`config.mk`:
```
export PLATFORM = sky130hd
export DESIGN_NAME = cmc_mode_ctrl
export DESIGN_NICKNAME = d
export VERILOG_FILES = /design/src/core/cmc_mode_ctrl.v
export VERILOG_INCLUDE_DIRS = /design/src /design/src/core
export SDC_FILE = /design/constraint.sdc
export NUM_CORES = 1
export LEC_CHECK = 0
export BUFFER_PORTS_ARGS = -buffer_cell sky130_fd_sc_hd__buf_2
export CELL_PAD_IN_SITES_DETAIL_PLACEMENT = 1
export CELL_PAD_IN_SITES_GLOBAL_PLACEMENT = 1
export CORE_MARGIN = 2
export CORE_UTILIZATION = 40
export CTS_CLUSTER_DIAMETER = 50
export DETAILED_ROUTE_END_ITERATION = 8
export PLACE_DENSITY = 0.78
export SLEW_MARGIN = 20
export SYNTH_ARGS = -nofsm -noshare
export SYNTH_HDL_FRONTEND = slang
export SYNTH_SLANG_ARGS = --single-unit
```
`constraint.sdc`:
```
create_clock -name clk -period 2.9 [get_ports clk]
set_input_delay 0.435 -clock clk [delete_from_list [all_inputs] [get_ports clk]]
set_output_delay 0.435 -clock clk [all_outputs]
set_load 0.03 [all_outputs]
```
`src/core/cmc_regs.vh`:
```
// Constants of the transceiver mode controller: clock, timing and flag widths.
// Assumes a single 25 MHz clock; times are in ns and converted to cycles in the core.
`ifndef CMC_REGS_VH
`define CMC_REGS_VH
`define CMC_CLK_NS 40
`define CMC_DEB_CYC 4
`define CMC_GTS_HOLD_NS 50000
`define CMC_DOM_MIN_NS 4000
`define CMC_EDGE_VALID 3'h4
`define CMC_FIFO_DEPTH 8
`define CMC_SYNC_W 11
`define CMC_SYNC_RST 11'h000
`define CMC_MODE_W 3
`endif

```
`src/core/cmc_mode_ctrl.v`:
```
// Operating-mode controller of a CAN transceiver plus the receive bit FIFO.
// Assumes all pin inputs are asynchronous; undervoltage detectors and the
// wake-pattern detector are analog blocks reporting plain levels.
// Operation
// RULE_01: Both select pins high selects Normal mode.
// RULE_02: Standby-select high and mode-select low selects Listen-only mode.
// RULE_03: Both select pins low selects Standby mode.
// RULE_04: Transceiver or I/O supply undervoltage forces Sleep, overriding mode pins.
// RULE_05: Battery undervoltage forces Standby mode.
// RULE_06: Normal drives bus from transmit stream and returns bus state on receive.
// RULE_07: Listen-only keeps transmitter off, ignores transmit input, receiver still active.
// RULE_08: Normal disables wake-up detection, keeps local and bus failure diagnosis.
// RULE_09: Normal flag output shows wake-up source or bus-failure flag.
// RULE_10: Listen-only runs local diagnosis; flag output shows power-on or local-failure.
// RULE_11: Standby sets wake-up flag on bus wake pattern or local event.
// RULE_12: Standby shows wake-up flag on flag output and receive pin with supplies present.
// RULE_13: Standby turns transmitter and receiver off, wake-up detection on.
// RULE_14: Regulator control is active in Normal, Listen-only and Standby.
// RULE_15: Sleep deactivates regulator control, switching external regulators off.
// RULE_16: Go-to-Sleep held past the hold time enters Sleep.
// RULE_17: Rising standby-select edge with I/O supply leaves Sleep to Normal or Listen.
// RULE_18: Bus-failure flag valid after fourth long-enough dominant-to-recessive transmit edge.
// RULE_19: Mode pins are synchronised and debounced before decoding.
`timescale 1ns/1ns
`default_nettype none
`include "cmc_regs.vh"

module cmc_fifo #(
  parameter WIDTH = 1,
  parameter DEPTH = `CMC_FIFO_DEPTH,
  parameter AW = 3
) (
  // Clock and reset
  input wire clk,
  input wire reset_n,
  input wire clk_en,
  // Fill side
  input wire in_valid,
  output wire in_ready,
  input wire [WIDTH-1:0] in_data,
  // Drain side
  output wire out_valid,
  input wire out_ready,
  output wire [WIDTH-1:0] out_data
);
  reg [WIDTH-1:0] mem_q [0:DEPTH-1];
  reg [AW-1:0] wr_q;
  reg [AW-1:0] rd_q;
  reg [AW:0] cnt_q;
  wire push;
  wire pop;
  assign in_ready = (cnt_q != DEPTH[AW:0]);
  assign out_valid = (cnt_q != {(AW+1){1'b0}});
  assign out_data = mem_q[rd_q];
  assign push = in_valid && in_ready;
  assign pop = out_valid && out_ready;
  always @(posedge clk)
  begin
    if (clk_en && push)
      mem_q[wr_q] <= in_data;
  end
  always @(posedge clk or negedge reset_n)
  begin
    if (!reset_n)
    begin
      wr_q <= {AW{1'b0}};
      rd_q <= {AW{1'b0}};
      cnt_q <= {(AW+1){1'b0}};
    end
    else if (clk_en)
    begin
      // Pointers wrap only for power-of-two depths
      if (push)
        wr_q <= wr_q + 1'b1;
      if (pop)
        rd_q <= rd_q + 1'b1;
      if (push && !pop)
        cnt_q <= cnt_q + 1'b1;
      else if (pop && !push)
        cnt_q <= cnt_q - 1'b1;
    end
  end
endmodule // cmc_fifo

module cmc_mode_ctrl #(
  parameter DEB_CYC = `CMC_DEB_CYC,
  parameter GTS_HOLD_CYC = (`CMC_GTS_HOLD_NS + `CMC_CLK_NS - 1) / `CMC_CLK_NS,
  parameter DOM_MIN_CYC = (`CMC_DOM_MIN_NS + `CMC_CLK_NS - 1) / `CMC_CLK_NS
) (
  // Clock and reset
  input wire clk,
  input wire reset_n,
  input wire clk_en,
  // Host mode pins
  input wire standby_select_n,
  input wire mode_select,
  // Host transmit stream, low is dominant
  input wire txd_n,
  // Analog receiver and wake-up detectors
  input wire bus_rx_n,
  input wire bus_wake_pattern,
  input wire local_wake,
  // Supply monitors, high means undervoltage
  input wire uv_cc,
  input wire uv_io,
  input wire uv_bat,
  // Diagnosis inputs, high means failure present
  input wire local_fail,
  input wire bus_fail,
  // Receive stream drain
  input wire rx_ready,
  output reg rx_valid_q,
  output reg rxd_q,
  output reg rx_overrun_q,
  // Bus driver and receiver controls
  output reg tx_dominant_q,
  output reg tx_enable_q,
  output reg rx_enable_q,
  output reg wake_detect_en_q,
  output reg diag_bus_en_q,
  // Host flags and regulator control
  output reg flag_output_n,
  output reg regulator_control_out,
  output reg [`CMC_MODE_W-1:0] mode_q
);
  localparam [2:0] ST_NORMAL = 3'h0;
  localparam [2:0] ST_LISTEN = 3'h1;
  localparam [2:0] ST_STANDBY = 3'h2;
  localparam [2:0] ST_GOSLEEP = 3'h3;
  localparam [2:0] ST_SLEEP = 3'h4;
  localparam [`CMC_SYNC_W-1:0] SYNC_RST = `CMC_SYNC_RST;

  wire [`CMC_SYNC_W-1:0] raw;
  reg [`CMC_SYNC_W-1:0] s1_q;
  reg [`CMC_SYNC_W-1:0] s2_q;
  assign raw = {standby_select_n, mode_select, txd_n, bus_rx_n, bus_wake_pattern,
    local_wake, uv_cc, uv_io, uv_bat, local_fail, bus_fail};

  // Two flops per pin; the first is read only by the second
  genvar gi;
  generate
    for (gi = 0; gi < `CMC_SYNC_W; gi = gi + 1)
    begin : g_sync
      always @(posedge clk or negedge reset_n)
      begin
        if (!reset_n)
        begin
          s1_q[gi] <= SYNC_RST[gi];
          s2_q[gi] <= SYNC_RST[gi];
        end
        else if (clk_en)
        begin
          s1_q[gi] <= raw[gi];
          s2_q[gi] <= s1_q[gi];
        end
      end
    end
  endgenerate

  wire sel_n_s = s2_q[10];
  wire en_s = s2_q[9];
  wire txd_s = s2_q[8];
  wire rx_s = s2_q[7];
  wire wbus_s = s2_q[6];
  wire wloc_s = s2_q[5];
  wire uvcc_s = s2_q[4];
  wire uvio_s = s2_q[3];
  wire uvbat_s = s2_q[2];
  wire lfail_s = s2_q[1];
  wire bfail_s = s2_q[0];

  reg [2:0] st_q;
  reg [2:0] st_d;
  reg [1:0] deb_q;
  reg [1:0] last_q;
  reg [15:0] deb_cnt_q;
  reg sel_prev_q;
  reg [15:0] gts_cnt_q;
  reg wbus_prev_q;
  reg wloc_prev_q;
  reg wake_q;
  reg wake_local_q;
  reg pwon_q;
  reg from_normal_q;
  reg [2:0] edge_q;
  reg [15:0] dom_cnt_q;
  reg txd_prev_q;

  wire wake_ev = (wbus_s && !wbus_prev_q) || (wloc_s && !wloc_prev_q);
  wire wake_act = (st_q == ST_STANDBY) || (st_q == ST_GOSLEEP) || (st_q == ST_SLEEP);
  wire sel_rise = deb_q[1] && !sel_prev_q;
  wire gts_done = (gts_cnt_q >= GTS_HOLD_CYC[15:0] - 16'h0001);
  wire fifo_ready;
  wire fifo_valid;
  wire fifo_data;

  always @*
  begin
    st_d = st_q;
    if (uvcc_s || uvio_s)
      st_d = ST_SLEEP; // see RULE_04
    else if (uvbat_s)
      st_d = ST_STANDBY; // see RULE_05
    else if (st_q == ST_SLEEP)
    begin
      if (sel_rise)
        st_d = deb_q[0] ? ST_NORMAL : ST_LISTEN; // see RULE_17
      else if (wake_q)
        st_d = ST_STANDBY;
    end
    else
    begin
      case (deb_q)
        2'h3: st_d = ST_NORMAL; // see RULE_01
        2'h2: st_d = ST_LISTEN; // see RULE_02
        2'h0: st_d = ST_STANDBY; // see RULE_03
        default:
        begin
          // A wake-up during Go-to-Sleep overrules the command
          if (st_q == ST_GOSLEEP && gts_done && !wake_q && !wake_ev)
            st_d = ST_SLEEP; // see RULE_16
          else
            st_d = ST_GOSLEEP;
        end
      endcase
    end
  end

  always @(posedge clk or negedge reset_n)
  begin
    if (!reset_n)
    begin
      st_q <= ST_STANDBY;
      deb_q <= 2'h0;
      last_q <= 2'h0;
      deb_cnt_q <= 16'h0000;
      sel_prev_q <= 1'b0;
      gts_cnt_q <= 16'h0000;
      wbus_prev_q <= 1'b0;
      wloc_prev_q <= 1'b0;
      wake_q <= 1'b0;
      wake_local_q <= 1'b0;
      pwon_q <= 1'b1;
      from_normal_q <= 1'b0;
      edge_q <= 3'h0;
      dom_cnt_q <= 16'h0000;
      txd_prev_q <= 1'b1;
    end
    else if (clk_en)
    begin
      st_q <= st_d;
      // A level must hold DEB_CYC + 1 cycles before it is decoded
      last_q <= {sel_n_s, en_s};
      if ({sel_n_s, en_s} != last_q)
        deb_cnt_q <= 16'h0000; // see RULE_19
      else if (deb_cnt_q >= DEB_CYC[15:0] - 16'h0001)
        deb_q <= last_q; // see RULE_19
      else
        deb_cnt_q <= deb_cnt_q + 16'h0001;
      sel_prev_q <= deb_q[1];
      if (st_q == ST_GOSLEEP && st_d == ST_GOSLEEP)
        gts_cnt_q <= gts_cnt_q + 16'h0001; // see RULE_16
      else
        gts_cnt_q <= 16'h0000;
      wbus_prev_q <= wbus_s;
      wloc_prev_q <= wloc_s;
      // Set wins over the clear made on entering Normal
      if (wake_act && wake_ev)
      begin
        wake_q <= 1'b1; // see RULE_11
        wake_local_q <= wloc_s && !wloc_prev_q;
      end
      else if (st_d == ST_NORMAL && st_q != ST_NORMAL)
        wake_q <= 1'b0;
      if (st_d == ST_NORMAL)
        pwon_q <= 1'b0;
      if (st_d == ST_LISTEN && st_q != ST_LISTEN)
        from_normal_q <= (st_q == ST_NORMAL); // see RULE_10
      // Only dominant phases of the minimum length count as edges
      txd_prev_q <= txd_s;
      if (st_q != ST_NORMAL)
      begin
        edge_q <= 3'h0;
        dom_cnt_q <= 16'h0000;
      end
      else if (!txd_s)
      begin
        if (dom_cnt_q != 16'hFFFF)
          dom_cnt_q <= dom_cnt_q + 16'h0001;
      end
      else
      begin
        dom_cnt_q <= 16'h0000;
        if (!txd_prev_q && dom_cnt_q >= DOM_MIN_CYC[15:0] && edge_q != `CMC_EDGE_VALID)
          edge_q <= edge_q + 3'h1; // see RULE_18
      end
    end
  end

  cmc_fifo #(
    .WIDTH(1),
    .DEPTH(`CMC_FIFO_DEPTH),
    .AW(3)
  ) u_rx_fifo (
    .clk(clk),
    .reset_n(reset_n),
    .clk_en(clk_en),
    .in_valid(rx_enable_q),
    .in_ready(fifo_ready),
    .in_data(rx_s),
    .out_valid(fifo_valid),
    .out_ready(rx_ready && rx_enable_q),
    .out_data(fifo_data)
  );

  always @(posedge clk or negedge reset_n)
  begin
    if (!reset_n)
    begin
      rx_valid_q <= 1'b0;
      rxd_q <= 1'b1;
      rx_overrun_q <= 1'b0;
      tx_dominant_q <= 1'b0;
      tx_enable_q <= 1'b0;
      rx_enable_q <= 1'b0;
      wake_detect_en_q <= 1'b1;
      diag_bus_en_q <= 1'b0;
      flag_output_n <= 1'b1;
      regulator_control_out <= 1'b1;
      mode_q <= ST_STANDBY;
    end
    else if (clk_en)
    begin
      mode_q <= st_q;
      // Transmit input is ignored outside Normal
      tx_enable_q <= (st_q == ST_NORMAL); // see RULE_06 RULE_07 RULE_13
      tx_dominant_q <= (st_q == ST_NORMAL) && !txd_s; // see RULE_06 RULE_07
      rx_enable_q <= (st_q == ST_NORMAL) || (st_q == ST_LISTEN); // see RULE_07 RULE_13
      wake_detect_en_q <= wake_act; // see RULE_08 RULE_13
      diag_bus_en_q <= (st_q == ST_NORMAL); // see RULE_08 RULE_10
      regulator_control_out <= (st_q != ST_SLEEP); // see RULE_14 RULE_15
      // Overrun is sticky until the receiver is switched off; bits are dropped when full
      if (!rx_enable_q)
        rx_overrun_q <= 1'b0;
      else if (!fifo_ready)
        rx_overrun_q <= 1'b1;
      if (rx_enable_q)
      begin
        rx_valid_q <= fifo_valid && rx_ready;
        if (fifo_valid && rx_ready)
          rxd_q <= fifo_data; // see RULE_06
      end
      else
      begin
        rx_valid_q <= 1'b0;
        rxd_q <= !(wake_q && !uvio_s && !uvbat_s); // see RULE_12
      end
      case (st_q)
        ST_NORMAL:
          flag_output_n <= (edge_q == `CMC_EDGE_VALID) ? !bfail_s : !wake_local_q; // see RULE_09 RULE_18
        ST_LISTEN:
          flag_output_n <= from_normal_q ? !lfail_s : !pwon_q; // see RULE_10
        default:
          flag_output_n <= !(wake_q && !uvio_s && !uvbat_s); // see RULE_12
      endcase
    end
  end
endmodule // cmc_mode_ctrl
`default_nettype wire

```
[Word level (Yosys, flattened, before mapping)]
Memory sizes are Yosys's and may differ from the RTL's.
Cells that the tools add are included.
Storage, ports and cells
  logic and storage cells: 178
  input bits: 15
  memories: 1
  register bits: 110
  output and inout bits: 13
  bits in writable memories: 8
Operators by class
  reductions and logical operators: 66
  order comparisons: 3
  bitwise logic cells: 1
  muxes and demuxes: 31
  $add $sub $neg: 8
  equality and inequality tests: 18
Memory list
  u_rx_fifo.mem_q: depth 8, width 1, rd ports 1, clocked after Yosys merged registers in 0, write ports 1, line cmc_mode_ctrl.v:46  | reg [WIDTH-1:0] mem_q [0:DEPTH-1];
Operators with widths (number)
  16-bit two-way mux: 6
  16-bit by 1-bit adder with 16-bit output (second input constant): 3
  3-bit two-way mux: 9
  1-bit logical AND: 22
  2-bit AND reduction: 11
  16-bit by 11-bit >= comparator with 1-bit output (second input constant): 1
  16-bit by 2-bit >= comparator with 1-bit output (second input constant): 1
  16-bit by 7-bit >= comparator with 1-bit output (second input constant): 1
  1-bit logical NOT: 16
  16-bit inequality test (second input constant): 1
  1-bit two-way mux: 12
  3-bit by 1-bit adder with 3-bit output (second input constant): 3
  3-bit by 2-bit equality test with 1-bit output (second input constant): 3
  3-bit one-hot mux with 3 select lines: 1
  4-bit two-way mux: 2
  2-bit nonzero test: 4
  3-bit by 1-bit equality test with 1-bit output (second input constant): 2
  3-bit equality test (second input constant): 2
  3-bit logical NOT: 2
  3-bit inequality test (second input constant): 2
  3-bit AND reduction: 2
  3-bit nonzero test: 2
  1-bit logical OR: 5
  4-bit by 1-bit adder with 4-bit output (second input constant): 1
  11 further kinds: 13

[Depth between registers and ports, before layout]
Gate-level depths: netlist of run 1.
  depth in word-level cells: 14
  gate-level depth with buffers: 12
  mapped depth without buffers: 12

[Modules after synthesis]
From an unflattened synthesis of run 1, not the netlist that was laid out.
Second synthesis, totals
  cells, all modules: 521
  area, all modules: 5756.8 µm²
By module, submodules not included
  cmc_mode_ctrl: cells an instance 445, instances 1, area an instance 4767.1 µm², seq. area each 2512.4 µm²
  cmc_fifo: cells an instance 76, instances 1, area an instance 989.7 µm², seq. area each 490.5 µm²

[Least setup slack after synthesis of run 1]
No wires, ideal clock.
  kind: register -> register
  start: register u_rx_fifo.cnt_q[0]
  end: register u_rx_fifo.cnt_q[3]
  library setup time: 0.122 ns
  arrival time: 2.249 ns
  stages on the path, launching flop included: 13
  clock period less this slack: 2.372 ns
  buffers on the path: 0
  setup slack: 0.528 ns
  required time: 2.778 ns
  cells stage by stage: dfrtp_1 -> or3_1 -> o21ai_1 -> inv_1 -> nand2_1 -> ha_1 -> inv_1 -> ha_1 -> a21o_1 -> a21oi_1 -> xnor2_1 -> nor2_1 -> xnor2_1
Between the ends
  word-level cells in the longest chain between the ends: 6
  elaborated cells between the ends (all ways): 14
  those cells by class: add/sub (2); eq/ne (1); mux (2); reduce/logical (9)
RTL lines
  start: declaration: line cmc_mode_ctrl.v:49  | reg [AW:0] cnt_q;
  start signal: assignment: line cmc_mode_ctrl.v:68  | cnt_q <= {(AW+1){1'b0}};
  start signal: assignment: line cmc_mode_ctrl.v:78  | cnt_q <= cnt_q + 1'b1;
  start signal: assignment: line cmc_mode_ctrl.v:80  | cnt_q <= cnt_q - 1'b1;
  branches (longest 6 deep; another with 4-bit by 1-bit subtractor with 4-bit output)
Several ways; the timed one is not identified. The select of a mux whose other input is x is not followed.
A chain may end at the register's enable or synchronous reset.

[Worst setup path in the final report of run 1]
Ends and elaborated chain as after synthesis.

==> results of run 1 <==
==> worst reg2reg max path: stages (launching register included) <==
cell	delay, ns
dfrtp_1	0.43
or3_1	0.45
nor2_1	0.29
nor2_1	0.09
ha_1	0.25
inv_1	0.13
ha_1	0.25
a21o_1	0.18
a21oi_1	0.20
xnor2_1	0.16
nor2_1	0.09
xnor2_1	0.13
==> worst max path at each step <==
stage | depth (start not counted) | slack [ns] | startpoint | end
CTS | 12 | 0.12 | u_rx_fifo.cnt_q[0] | u_rx_fifo.cnt_q[3]
detailed placement | 12 | 0.27 | u_rx_fifo.cnt_q[0] | u_rx_fifo.cnt_q[3]
global placement | 12 | 0.42 | u_rx_fifo.cnt_q[0] | u_rx_fifo.cnt_q[3]
finish | 11 | 0.15 | u_rx_fifo.cnt_q[0] | u_rx_fifo.cnt_q[3]
floorplan | 12 | 0.53 | u_rx_fifo.cnt_q[0] | u_rx_fifo.cnt_q[3]
global route | 11 | 0.02 | u_rx_fifo.cnt_q[0] | u_rx_fifo.cnt_q[3]
==> Yosys cell counts, types with 2 or more instances <==
master / instances / area (um2)
or3_1: 6 / 37.5
buf_2: 2 / 10.0
o21ai_0: 13 / 65.1
a31oi_1: 8 / 50.1
mux2_1: 3 / 33.8
and3_1: 10 / 62.6
nand2_1: 44 / 165
nor2b_1: 3 / 18.8
dfrtp_1: 102 / 2550
nand4_1: 8 / 50.1
nand3_1: 20 / 100
o41ai_1: 2 / 17.5
nor3b_1: 2 / 15.0
mux4_2: 2 / 45.0
mux2_2: 35 / 394
mux2i_1: 3 / 30.0
o21a_1: 4 / 30.0
a21o_1: 4 / 30.0
nor3_1: 11 / 55.1
dfstp_2: 8 / 210
ha_1: 13 / 163
and2_1: 13 / 81.3
a211oi_1: 2 / 15.0
o21ai_1: 8 / 40.0
edfxtp_1: 8 / 240
nor4_1: 10 / 62.6
xor2_1: 16 / 140
o22ai_1: 5 / 31.3
nand3b_1: 2 / 15.0
inv_1: 21 / 78.8
clkbuf_1: 12 / 45.0
nand4b_1: 2 / 17.5
nand2b_1: 6 / 37.5
a21oi_1: 12 / 60.1
or4_4: 2 / 22.5
xnor2_1: 13 / 114
inv_2: 3 / 11.3
nor2_1: 53 / 199
==> area by class of cell <==
cell class	count	area [um2]	area share
tap	176	220	0.0339
timing repair buffer	36	220	0.0339
clock inverter	12	153	0.0235
multi-input combinational	349	2350	0.362
clock buffer	20	457	0.0704
sequential	118	3000	0.463
inverter	24	90.1	0.0139
==> kinds of logic (layout without fill, tap and decap cells) <==
logic type | after synthesis | after routing | share of synthesized area
xor gates and xnor gates | 29 | 29 | 0.0461
DFF | 118 | 118 | 0.545
and+or+nand+nor | 198 | 198 | 0.181
buffers and inverters | 41 | 92 | 0.0304
adders and majority gates | 14 | 14 | 0.0331
AOI/OAI and AO/OA | 65 | 65 | 0.0738
muxes | 43 | 43 | 0.0912
==> flip-flops by register name, indices dropped and copies added, names as in the netlist, 2 cells and up <==
name and count:
deb_cnt_q 16, edge_q 3, u_rx_fifo.rd_q 3, u_rx_fifo.mem_q 8, st_q 3, gts_cnt_q 16, s1_q 11, dom_cnt_q 16
u_rx_fifo.wr_q 3, mode_q 3, u_rx_fifo.cnt_q 4, deb_q 2, last_q 2
==> repair_timing <==
action                                  4_1_cts  5_1_grt
setup buffers                                 0        0
hold buffers                                  1        0
endpoints found under the setup margin        0        1
gates resized for setup                       0        1
endpoints found under the hold margin        30        0
==> placed cells by master, fill, tap and decap left out, types with 5 or more instances in the layout <==
| cell type | netlist | routed |
|---|---|---|
| dfrtp_1 | 102 | 102 |
| nor2_1 | 53 | 53 |
| nand2_1 | 44 | 44 |
| mux2_2 | 35 | 35 |
| buf_2 | 2 | 26 |
| inv_1 | 21 | 21 |
| nand3_1 | 20 | 20 |
| clkbuf_16 | 0 | 17 |
| xor2_1 | 16 | 16 |
| xnor2_1 | 13 | 13 |
| and2_1 | 13 | 13 |
| ha_1 | 13 | 13 |
| a21oi_1 | 12 | 12 |
| o21ai_0 | 13 | 12 |
| nor3_1 | 11 | 11 |
| nor4_1 | 10 | 10 |
| and3_1 | 10 | 10 |
| o21ai_1 | 8 | 8 |
| a31oi_1 | 8 | 8 |
| nand4_1 | 8 | 8 |
| dfstp_2 | 8 | 8 |
| buf_4 | 1 | 8 |
| edfxtp_1 | 8 | 8 |
| or3_1 | 6 | 6 |
| nand2b_1 | 6 | 6 |
| o22ai_1 | 5 | 5 |
==> stage by stage <==
stage / hold WS [ns] / utilization / setup WS [ns] / total power [mW] / instances
2_1_floorplan: 0.139 / - / 0.528 / 2.72 / 508
3_3_place_gp: 0.415 / 0.439 / 0.424 / 2.95 / 702
3_5_place_dp: 0.419 / 0.439 / 0.265 / 3.02 / 702
4_1_cts: 0.234 / 0.486 / 0.117 / 5.20 / 735
5_1_grt: 0.245 / 0.486 / 0.0231 / 5.41 / 735
6_report: 0.242 / 0.486 / 0.149 / 5.14 / 735
==> power breakdown <==
group          switching (mW)  internal [mW]  total, mW  leakage (nW)
Combinational           0.504          0.373      0.877          1.06
Sequential              0.230           1.90       2.13          1.49
Clock                   0.746           1.39       2.14         0.288
Total                    1.48           3.66       5.14          2.83
==> routing by layer <==
layer	part of all wire	routed length [um]
met1	0.44	5440
met5	0	0
met4	0.025	310
met3	0.025	311
met2	0.51	6360
==> summary.txt, run 1 <==
Outcome
  – Status: completed

Floorplan
  – Initial Utilization: 0.413
  – Core region area: 13300 um2
  – Total I/O pin count: 28
  – Row Count: 42
  – Full die area: 14700 um2
  – Die Ht: 121 um
  – Chip width: 121 um

Logic synthesis
  – Synth warnings: 0
  – Async set-reset flop share out of synthesis: 0.932
  – Number of synthesized flops with an enable pin: 8
  – #FFs+latches synth: 118
  – Most used DFF post-synth: dfrtp_1
  – Post-Syn Nets: 537
  – Netlist cell types: 55
  – Syn Inst Count: about 510
  – Post-Syn Area: 5510 um2
  – Syn_area_per_cell: 10.9 um2
  – Post-synthesis sequential area ratio: 0.545

Setup path
  – Most frequent CP cell: nor2_1
  – Kind of critical path: reg -> reg
  – Cell-by-cell listing of the critical path: or3_1, nor2_1, nor2_1, ha_1, inv_1, ha_1, a21o_1, a21oi_1, xnor2_1, nor2_1, xnor2_1
  – Slowest stage delay, CP: roughly 0.45 ns
  – Reg-to-reg critical path startpoint: u_rx_fifo.cnt_q[0]
  – Largest delay share family, worst path: simple AND/OR/NAND/NOR gates
  – Worst R2R Setup Slack: approximately 0.15 ns
  – CP Launch Type: register
  – Required @ worst endpoint: 3.21 ns
  – Crit. End Element: register
  – CP Max Fanout: 5
  – Worst R2R Path Depth: 11
  – WP data arrival: 3.06 ns
  – Crit-path slowest cell: or3_1
  – Critical path buffers and inverters: 1
  – Reg2Reg Capture Point: u_rx_fifo.cnt_q[3]

Global routing
  – Initial antenna violation count: 0
  – Congestion Overflow GR: 0
  – Overall fraction of global-route tracks in use: 0.190
  – Vias in the first global route: 4330
  – M1 GR Usage: 0.234
  – First-pass GRT wire length: 21800 um
  – Global-route met2 utilization: 0.321
  – Largest net degree at the start of global routing: 80
  – GRT met3 Usage: 0.0381
  – GRT busiest layer: met2

STA
  – Fraction of the cycle the final worst path needs: 0.949
  – Relative slew slack: 0.495
  – Fmax: 363 MHz
  – Final setup viols: 0
  – Final hold viol count: 0
  – Slew @ Worst Pin: 0.752 ns
  – Setup TNS: 0 ns
  – Slew Limit Fails: 0
  – Clock Skews: approximately 0.011 ns
  – Tmin final: 2.75 ns
  – RSZ-0062 raised after global routing: false

Job
  – # Max-Cap Violations: 0

Clock network
  – Clock buffer count from CTS: 17
  – Clk sinks: 118
  – Depth of the CTS H-tree: 4
  – CTS root buf: clkbuf_16
  – Clk slew on worst S/H paths: 0.05 ns
  – Skew-Pair Late Insertion Delay: 0.42 ns
  – CTS max path bufs: 2
  – CTS tree: yes

Power and ir drop
  – Leakage: 2.83 nW
  – PD cells: 793 nW/um2
  – Worst vdd ir: 485 uV

Worst hold path
  – Hold path start: standby_select_n
  – Hold Path Class: in -> reg
  – WHS Endpoint: s1_q[10]
  – Hold path cells: 2

Detailed routing
  – Drt initial violations: 144
  – Final wirelength: about 12000 um
  – DR WL/cell: 16.9 um
  – DR vias/cell: 5.31
  – Post-route ant nets: 0
  – Via count: 3900
  – Detailed-route DRC error count: 0
  – Drt first pass iters: 4

Cells and area
  – Design Area, Final: about 6500 um2
  – Number of fill cells: 1463
  – Area growth, synth to finish: 17.7%
  – Ant diodes: 0
  – Share of cells above drive strength 1: 0.215
  – Net count, final: 575

Placed design
  – DP Area: 5870 um2
  – Dpl hpwl: 8460 um
  – GP Congestion: ~0.8
  – # port buffers: 27
Note: power is estimated with default switching activity, not from simulation.
==> inputs of run 2 (changes only) <==
--- a/config.mk
+++ b/config.mk
@@ -6,6 +6,7 @@
 export SDC_FILE = /design/constraint.sdc
 export NUM_CORES = 1
 export LEC_CHECK = 0
+export ABC_AREA = 1
 export BUFFER_PORTS_ARGS = -buffer_cell sky130_fd_sc_hd__buf_2
 export CELL_PAD_IN_SITES_DETAIL_PLACEMENT = 1
 export CELL_PAD_IN_SITES_GLOBAL_PLACEMENT = 1
@@ -13,7 +14,7 @@
 export CORE_UTILIZATION = 40
 export CTS_CLUSTER_DIAMETER = 50
 export DETAILED_ROUTE_END_ITERATION = 8
-export PLACE_DENSITY = 0.78
+export PLACE_DENSITY = 0.81
 export SLEW_MARGIN = 20
 export SYNTH_ARGS = -nofsm -noshare
 export SYNTH_HDL_FRONTEND = slang
==> run 2 against run 1 <==
  * Clock power is 5% higher
  * Sequential power hardly changed
  * First-iteration DRC count is 74% higher
  * Sequential share of layout area is 1.7 points lower
  * Fmax is 14% higher
  * Worst hold slack worse by 0.020 ns
  * Critical path type unchanged
  * Largest cell class unchanged
==> summary.txt, run 2 <==
Cells and area
  – Most frequent cells in the layout: nand2_1, dfrtp_1, nor2_1, inv_1, o21ai_0
  – Design Area, Final: 6740 um2 (+3.9%)
  – Area growth, synth to finish: 16.9%
  – Most common cell after layout, fill and taps aside: nand2_1
  – Share of cells above drive strength 1: 0.136 (-0.0784)
  – Ant diodes: 0 (unchanged)
  – Net count, final: 750 (+30%)
  – Top Registers: deb_cnt_q (16), dom_cnt_q (16), gts_cnt_q (16)
  – Number of fill cells: 1686 (+15%)

Placed design
  – Dpl hpwl: 9650 um (+14%)
  – DP Area: 6090 um2 (+3.8%)
  – GP Congestion: 0.851 (+5.2%)
  – # port buffers: 27 (unchanged)

Worst hold path
  – Hold Path Class: in -> reg
  – Hold path start: mode_select
  – Hold path cells: 3 (+1)
  – WHS Endpoint: s1_q[9]

STA
  – Slew Limit Fails: 0 (unchanged)
  – Final setup viols: 0 (unchanged)
  – Fraction of the cycle the final worst path needs: 0.829 (-0.120)
  – Relative slew slack: 0.521 (+0.0255)
  – Fmax: 416 MHz (+14%)
  – Setup TNS: 0 ns (unchanged)
  – Clock Skews: 0.00712 ns (-0.00383 ns)
  – Slew @ Worst Pin: 0.719 ns (-0.0332 ns)
  – RSZ-0062 raised after global routing: false
  – Final hold viol count: 0 (unchanged)
  – Tmin final: 2.40 ns (-0.347 ns)
  – Hold WS: 0.223 ns (-0.0197 ns)

Detailed routing
  – Drt initial violations: 251 (+74%)
  – DR vias/cell: 5.00 (-5.8%)
  – DR WL/cell: 14.8 um (-12%)
  – Via count: 4570 (+17%)
  – Post-route ant nets: 0 (unchanged)
  – Final wirelength: 13600 um (+9.2%)
  – Detailed-route DRC error count: 0 (unchanged)
  – Drt first pass iters: 4 (unchanged)

Clock network
  – CTS Hold Buffers Added: 1 (unchanged)
  – CTS root buf: clkbuf_16
  – Clock buffer count from CTS: 17 (unchanged)
  – Clk sinks: 118 (unchanged)
  – Depth of the CTS H-tree: 4 (unchanged)
  – Setup bufs post-CTS: 0 (unchanged)
  – Clk slew on worst S/H paths: 0.06 ns (about the same)
  – CTS tree: yes
  – CTS-repair resized insts: 0 (unchanged)
  – CTS max path bufs: 2 (unchanged)
  – Skew-Pair Late Insertion Delay: 0.41 ns (about the same)

Power and ir drop
  – Sw Ratio: 0.309 (+0.0210)
  – Pwr Total: 5.51 mW (+7.1%)
  – Worst vdd ir: 527 uV (+8.6%)
  – Pint: 3.81 mW (+4.0%)
  – Sequential share of power: 0.391 (-0.023)
  – NetSw: 1.70 mW (+15%)
  – PD cells: 817 nW/um2 (+3.1%)
  – Clock power share: 0.407 (-0.008)
  – Leakage: 3.13 nW (+10%)
  – Comb power frac: 0.202 (+0.031)

Logic synthesis
  – Syn_area_per_cell: 8.45 um2 (-22%)
  – Post-Syn Nets: 711 (+32%)
  – Share of the synthesized area in the top cell type: 0.443 (-0.0202)
  – Top post-synthesis cells by area: dfrtp_1, nand2_1, nor2_1
  – #FFs+latches synth: 118 (unchanged)
  – Syn Inst Count: 682 (+34%)
  – Post-synthesis sequential area ratio: 0.521 (-0.0238)
  – Cell taking the most area after synthesis: dfrtp_1
  – Netlist cell types: 45 (-18%)
  – Post-Syn Area: 5760 um2 (+4.6%)
  – Most frequent cell after synthesis: nand2_1
  – Most used DFF post-synth: dfrtp_1
  – Async set-reset flop share out of synthesis: 0.932 (unchanged)
  – Post-synth top cells: nand2_1, dfrtp_1, nor2_1
  – Number of synthesized flops with an enable pin: 8 (unchanged)
  – Synth warnings: 0 (unchanged)

Global routing
  – First-pass GRT wire length: 23700 um (+8.9%)
  – Congestion Overflow GR: 0 (unchanged)
  – Initial antenna violation count: 0 (unchanged)
  – Overall fraction of global-route tracks in use: 0.200 (+0.00980)
  – Vias in the first global route: 5039 (+16%)
  – Largest net degree at the start of global routing: 42 (-48%)

Setup path
  – Required @ worst endpoint: 3.20 ns (about the same)
  – Reg2Reg Capture Point: u_rx_fifo.cnt_q[3]
  – Worst R2R Path Depth: 13 (+2)
  – Kind of critical path: reg -> reg
  – WP data arrival: 2.70 ns (-0.36 ns)
  – Worst R2R Setup Slack: 0.50 ns (+0.35 ns)
  – Critical path startpoint: u_rx_fifo.cnt_q[0]
  – CP Launch Type: register
  – CP Max Fanout: 4 (-1)
  – Reg-to-reg critical path startpoint: u_rx_fifo.cnt_q[0]
  – Crit. End Element: register

Job
  – # Max-Cap Violations: 0 (unchanged)

Floorplan
  – Full die area: 15400 um2 (+4.4%)
  – Initial Utilization: 0.412 (-0.000936)
  – Core region area: 14000 um2 (+4.8%)
  – Row Count: 43 (+2.4%)
  – Die Ht: 124 um (+2.2%)
  – Total I/O pin count: 28 (unchanged)
  – Chip width: 124 um (+2.2%)

Outcome
  – Status: completed
run 2: layout make-up:
| type | count | area [um2] | share of cell area |
|---|---|---|---|
| sequential | 118 | 3000 | 0.446 |
| multi-input combinational | 463 | 2350 | 0.349 |
| clock buffer | 26 | 531 | 0.0787 |
| inverter | 87 | 328 | 0.0486 |
| tap | 180 | 225 | 0.0334 |
| timing repair buffer | 34 | 193 | 0.0286 |
| clock inverter | 6 | 111 | 0.0165 |
run 2: routing by layer:
layer  global-route usage  vias up  wire, um  share of wire
li1                     -     2224         -              -
met1                0.239     2282      5960           0.44
met2                0.358       52      7100           0.52
met3               0.0412       12       332          0.024
met4               0.0660        0       178          0.013
met5                    0        -         0              0
run 2: cells by family after synthesis:
group           count (synthesis)  synth area share
simple gates                  350             0.267
flops                         118             0.521
buf+inv                       101            0.0714
xor+xnor                       23            0.0349
compound gates                 75            0.0716
fa+ha+maj                      14            0.0317
mux                             1           0.00195
run 2: through the flow:
step	utilization	instances	setup slack, ns
finish	0.482	914	0.496
global route	0.482	914	0.280
CTS	0.482	914	0.528
detailed placement	0.435	881	0.531
global placement	0.435	881	0.689
floorplan	-	682	0.803
run 2: power by group through the flow:
stage                     Combinational, mW  Clock (mW)  Sequential, mW
after floorplan                       0.691           0            2.22
after global routing                   1.28        2.36            2.19
after global placement                 1.03           0            2.15
final                                  1.12        2.24            2.15
after detailed placement               1.11           0            2.17
after CTS                              1.14        2.29            2.15
run 2: critical path: stages (launching register included):
cell and delay (ns):
dfrtp_1 0.44, nor2_1 0.18, nand3b_1 0.12, nand2_1 0.09, inv_1 0.05, ha_1 0.22, inv_1 0.12, ha_1 0.29
and3_1 0.17, a211oi_1 0.27, nand2_1 0.09, nand2_1 0.07, nor2_1 0.05, xor2_1 0.13
run 2: how the worst max path moves through the flow:
stage / to / slack [ns]
3_5_place_dp: u_rx_fifo.cnt_q[3] / 0.53
3_3_place_gp: u_rx_fifo.cnt_q[3] / 0.69
6_report: u_rx_fifo.cnt_q[3] / 0.50
2_1_floorplan: u_rx_fifo.cnt_q[3] / 0.80
4_1_cts: u_rx_fifo.cnt_q[3] / 0.53
5_1_grt: u_rx_fifo.cnt_q[3] / 0.28
==> inputs of run 3 (changes only) <==
==> constraint.sdc (replaced) <==
create_clock -name clk -period 2.4 [get_ports clk]
set_input_delay 0.36 -clock clk [delete_from_list [all_inputs] [get_ports clk]]
set_output_delay 0.36 -clock clk [all_outputs]
set_load 0.03 [all_outputs]
==> run 3 against run 2 <==
  * First-iteration DRC count rose by 5.6%
  * Final cell count rose by 0.88%
  * Worst hold slack got worse by 0.078 ns
  * Die area did not move
  * Largest power group is now registers
  * Highest routed layer unchanged
==> summary.txt, run 3 (same netlist as run 2, synthesis figures left out) <==
STA
  – Clock Skews: 0.00924 ns (+0.00213 ns)
  – Slew Limit Fails: 0 (unchanged)
  – Fmax: 438 MHz (+5.3%)
  – Tmin final: 2.28 ns (-0.121 ns)
  – Final hold viol count: 0 (unchanged)
  – Slew @ Worst Pin: 0.505 ns (-0.213 ns)
  – Fraction of the cycle the final worst path needs: 0.952 (+0.122)
  – Relative slew slack: 0.663 (+0.142)
  – Final setup viols: 0 (unchanged)

Clock network
  – CTS max path bufs: 2 (unchanged)
  – Clock buffer count from CTS: 17 (unchanged)
  – Clk slew on worst S/H paths: 0.05 ns (about the same)
  – CTS tree: yes
  – CTS root buf: clkbuf_16
  – Skew-Pair Late Insertion Delay: 0.42 ns (about the same)
  – Clk sinks: 118 (unchanged)
  – Depth of the CTS H-tree: 4 (unchanged)

Floorplan
  – Initial Utilization: 0.412 (unchanged)
  – Full die area: 15400 um2 (unchanged)
  – Chip width: 124 um (unchanged)
  – Row Count: 43 (unchanged)
  – Core region area: 14000 um2 (unchanged)
  – Total I/O pin count: 28 (unchanged)
  – Die Ht: 124 um (unchanged)

Job
  – # Max-Cap Violations: 0 (unchanged)

Cells and area
  – Area growth, synth to finish: 17.1%
  – Top Registers: deb_cnt_q (16), dom_cnt_q (16), gts_cnt_q (16)
  – Share of cells above drive strength 1: 0.150 (+0.0134)
  – Net count, final: 758 (+1.1%)
  – Design Area, Final: 6750 um2 (+0.17%)
  – Most frequent cells in the layout: nand2_1, dfrtp_1, nor2_1, inv_1, o21ai_0
  – Final Core Density: 0.483 (+0.000805)
  – Most common cell after layout, fill and taps aside: nand2_1
  – Ant diodes: 0 (unchanged)

Setup path
  – Crit. End Element: register
  – CP Launch Type: register
  – Crit-path slowest cell: dfrtp_2
  – Worst R2R Path Depth: 12 (-1)
  – Slowest stage delay, CP: 0.43 ns (about the same)
  – Reg-to-reg critical path startpoint: u_rx_fifo.cnt_q[0]
  – Critical path startpoint: u_rx_fifo.cnt_q[0]
  – Kind of critical path: reg -> reg
  – Crit path to: u_rx_fifo.cnt_q[3]
  – Required @ worst endpoint: 2.74 ns (-0.46 ns)
  – WP data arrival: 2.63 ns (-0.07 ns)
  – Worst R2R Setup Slack: 0.12 ns (-0.38 ns)
  – CP Max Fanout: 4 (unchanged)
  – Most frequent CP cell: nor2_1
  – Reg2Reg Capture Point: u_rx_fifo.cnt_q[3]
  – Cell-by-cell listing of the critical path: nor2_2, nand3b_1, nand2_1, inv_1, ha_2, inv_2, ha_1, and3_1, a211oi_2, nor2_1, nor2_1, xor2_1

Detailed routing
  – Drt first pass iters: 5 (+1)
  – Drt initial violations: 265 (+5.6%)
  – Via count: 4617 (+1.0%)
  – DR WL/cell: 15.3 um (+3.2%)
  – Final wirelength: 14100 um (+4.1%)
  – Post-route ant nets: 0 (unchanged)
  – DR vias/cell: 5.01 (+0.15%)
  – Detailed-route DRC error count: 0 (unchanged)

Global routing
  – Largest net degree at the start of global routing: 39 (-7.1%)
  – Congestion Overflow GR: 0 (unchanged)
  – Overall fraction of global-route tracks in use: 0.208 (+0.00815)
  – Initial antenna violation count: 0 (unchanged)
  – Vias in the first global route: 5136 (+1.9%)
  – First-pass GRT wire length: 24500 um (+3.4%)

Power and ir drop
  – Pwr Total: 6.45 mW (+17%)
  – NetSw: 2.09 mW (+23%)
  – PD cells: 955 nW/um2 (+17%)
  – Sequential share of power: 0.404 (+0.013)
  – Comb power frac: 0.229 (+0.027)
  – Leakage: 3.13 nW (+0.10%)
  – Worst vdd ir: 605 uV (+15%)
  – Clock power share: 0.367 (-0.040)
  – Pint: 4.36 mW (+14%)
  – Sw Ratio: 0.324 (+0.0159)

Placed design
  – GP Congestion: 0.833 (-2.1%)
  – Dpl hpwl: 9700 um (+0.55%)
  – # port buffers: 27 (unchanged)
  – DP Area: 6140 um2 (+0.78%)

Outcome
  – Status: completed

Worst hold path
  – Hold Path Class: in -> reg
[run 3: cell count changes in the layout (fill, tap and decap cells not counted), sizes merged]
cell,delta
buf,+8
bufinv,-2
clkbuf,+1
clkinv,+2
clkinvlp,-1
[run 3: layout make-up]
type	count	area, um2
multi-input cells	463	2370
repair buffers	42	278
fillers	1685	7240
well taps	180	225
clock inverters	5	50.0
clock buffers	27	493
inverters	87	328
flip-flops and latches	118	3010
[run 3: critical path, delay by kind of cell, from the launching register on]
family / cells / cell delay (ns)
fa+ha+maj: 2 / 0.45
buf+inv: 2 / 0.15
simple gates: 6 / 0.78
xor+xnor: 1 / 0.16
compound gates: 1 / 0.24
flops: 1 / 0.43
[run 3: worst min-delay path by stage]
| stage | from | end | slack [ns] | cells after the start |
|---|---|---|---|---|
| after global placement | reset_n | deb_cnt_q[11] | 0.36 | 1 |
| after global routing | bus_fail | s1_q[0] | 0.15 | 3 |
| after detailed placement | reset_n | deb_cnt_q[11] | 0.36 | 1 |
| after floorplan | reset_n | bfail_s | 0.06 | 0 |
| after CTS | uv_cc | s1_q[4] | 0.13 | 3 |
| final | uv_cc | s1_q[4] | 0.14 | 3 |
[run 3: repair_timing]
action / 4_1_cts / 5_1_grt
buffers inserted: 0 / 5
setup endpoints to repair: 0 / 1
resized for setup: 0 / 7
hold buffers: 1 / 0
endpoints found under the hold margin: 34 / 0
[run 3: layer usage]
metal	wire length, um	up-vias	global-route usage
met5	0	-	0
met1	6150	2276	0.254
met2	7140	69	0.346
li1	-	2239	-
met4	372	0	0.0850
met3	468	33	0.0582
[run 3: power by group through the flow]
stage | combinational [mW] | sequential [mW] | clock [mW]
3_5_place_dp | 1.34 | 2.63 | 0
4_1_cts | 1.39 | 2.60 | 2.41
5_1_grt | 1.68 | 2.64 | 2.51
6_report | 1.48 | 2.60 | 2.36
3_3_place_gp | 1.24 | 2.60 | 0
2_1_floorplan | 0.835 | 2.68 | 0
[run 3: stage by stage]
| stage | setup TNS [ns] | cells | setup WS [ns] | hold slack [ns] |
|---|---|---|---|---|
| floorplan | 0 | 682 | 0.303 | 0.0644 |
| global placement | 0 | 884 | 0.197 | 0.356 |
| detailed placement | 0 | 884 | 0.0734 | 0.362 |
| CTS | 0 | 917 | 0.00637 | 0.130 |
| global route | -0.0117 | 922 | -0.0117 | 0.153 |
| finish | 0 | 922 | 0.116 | 0.145 |
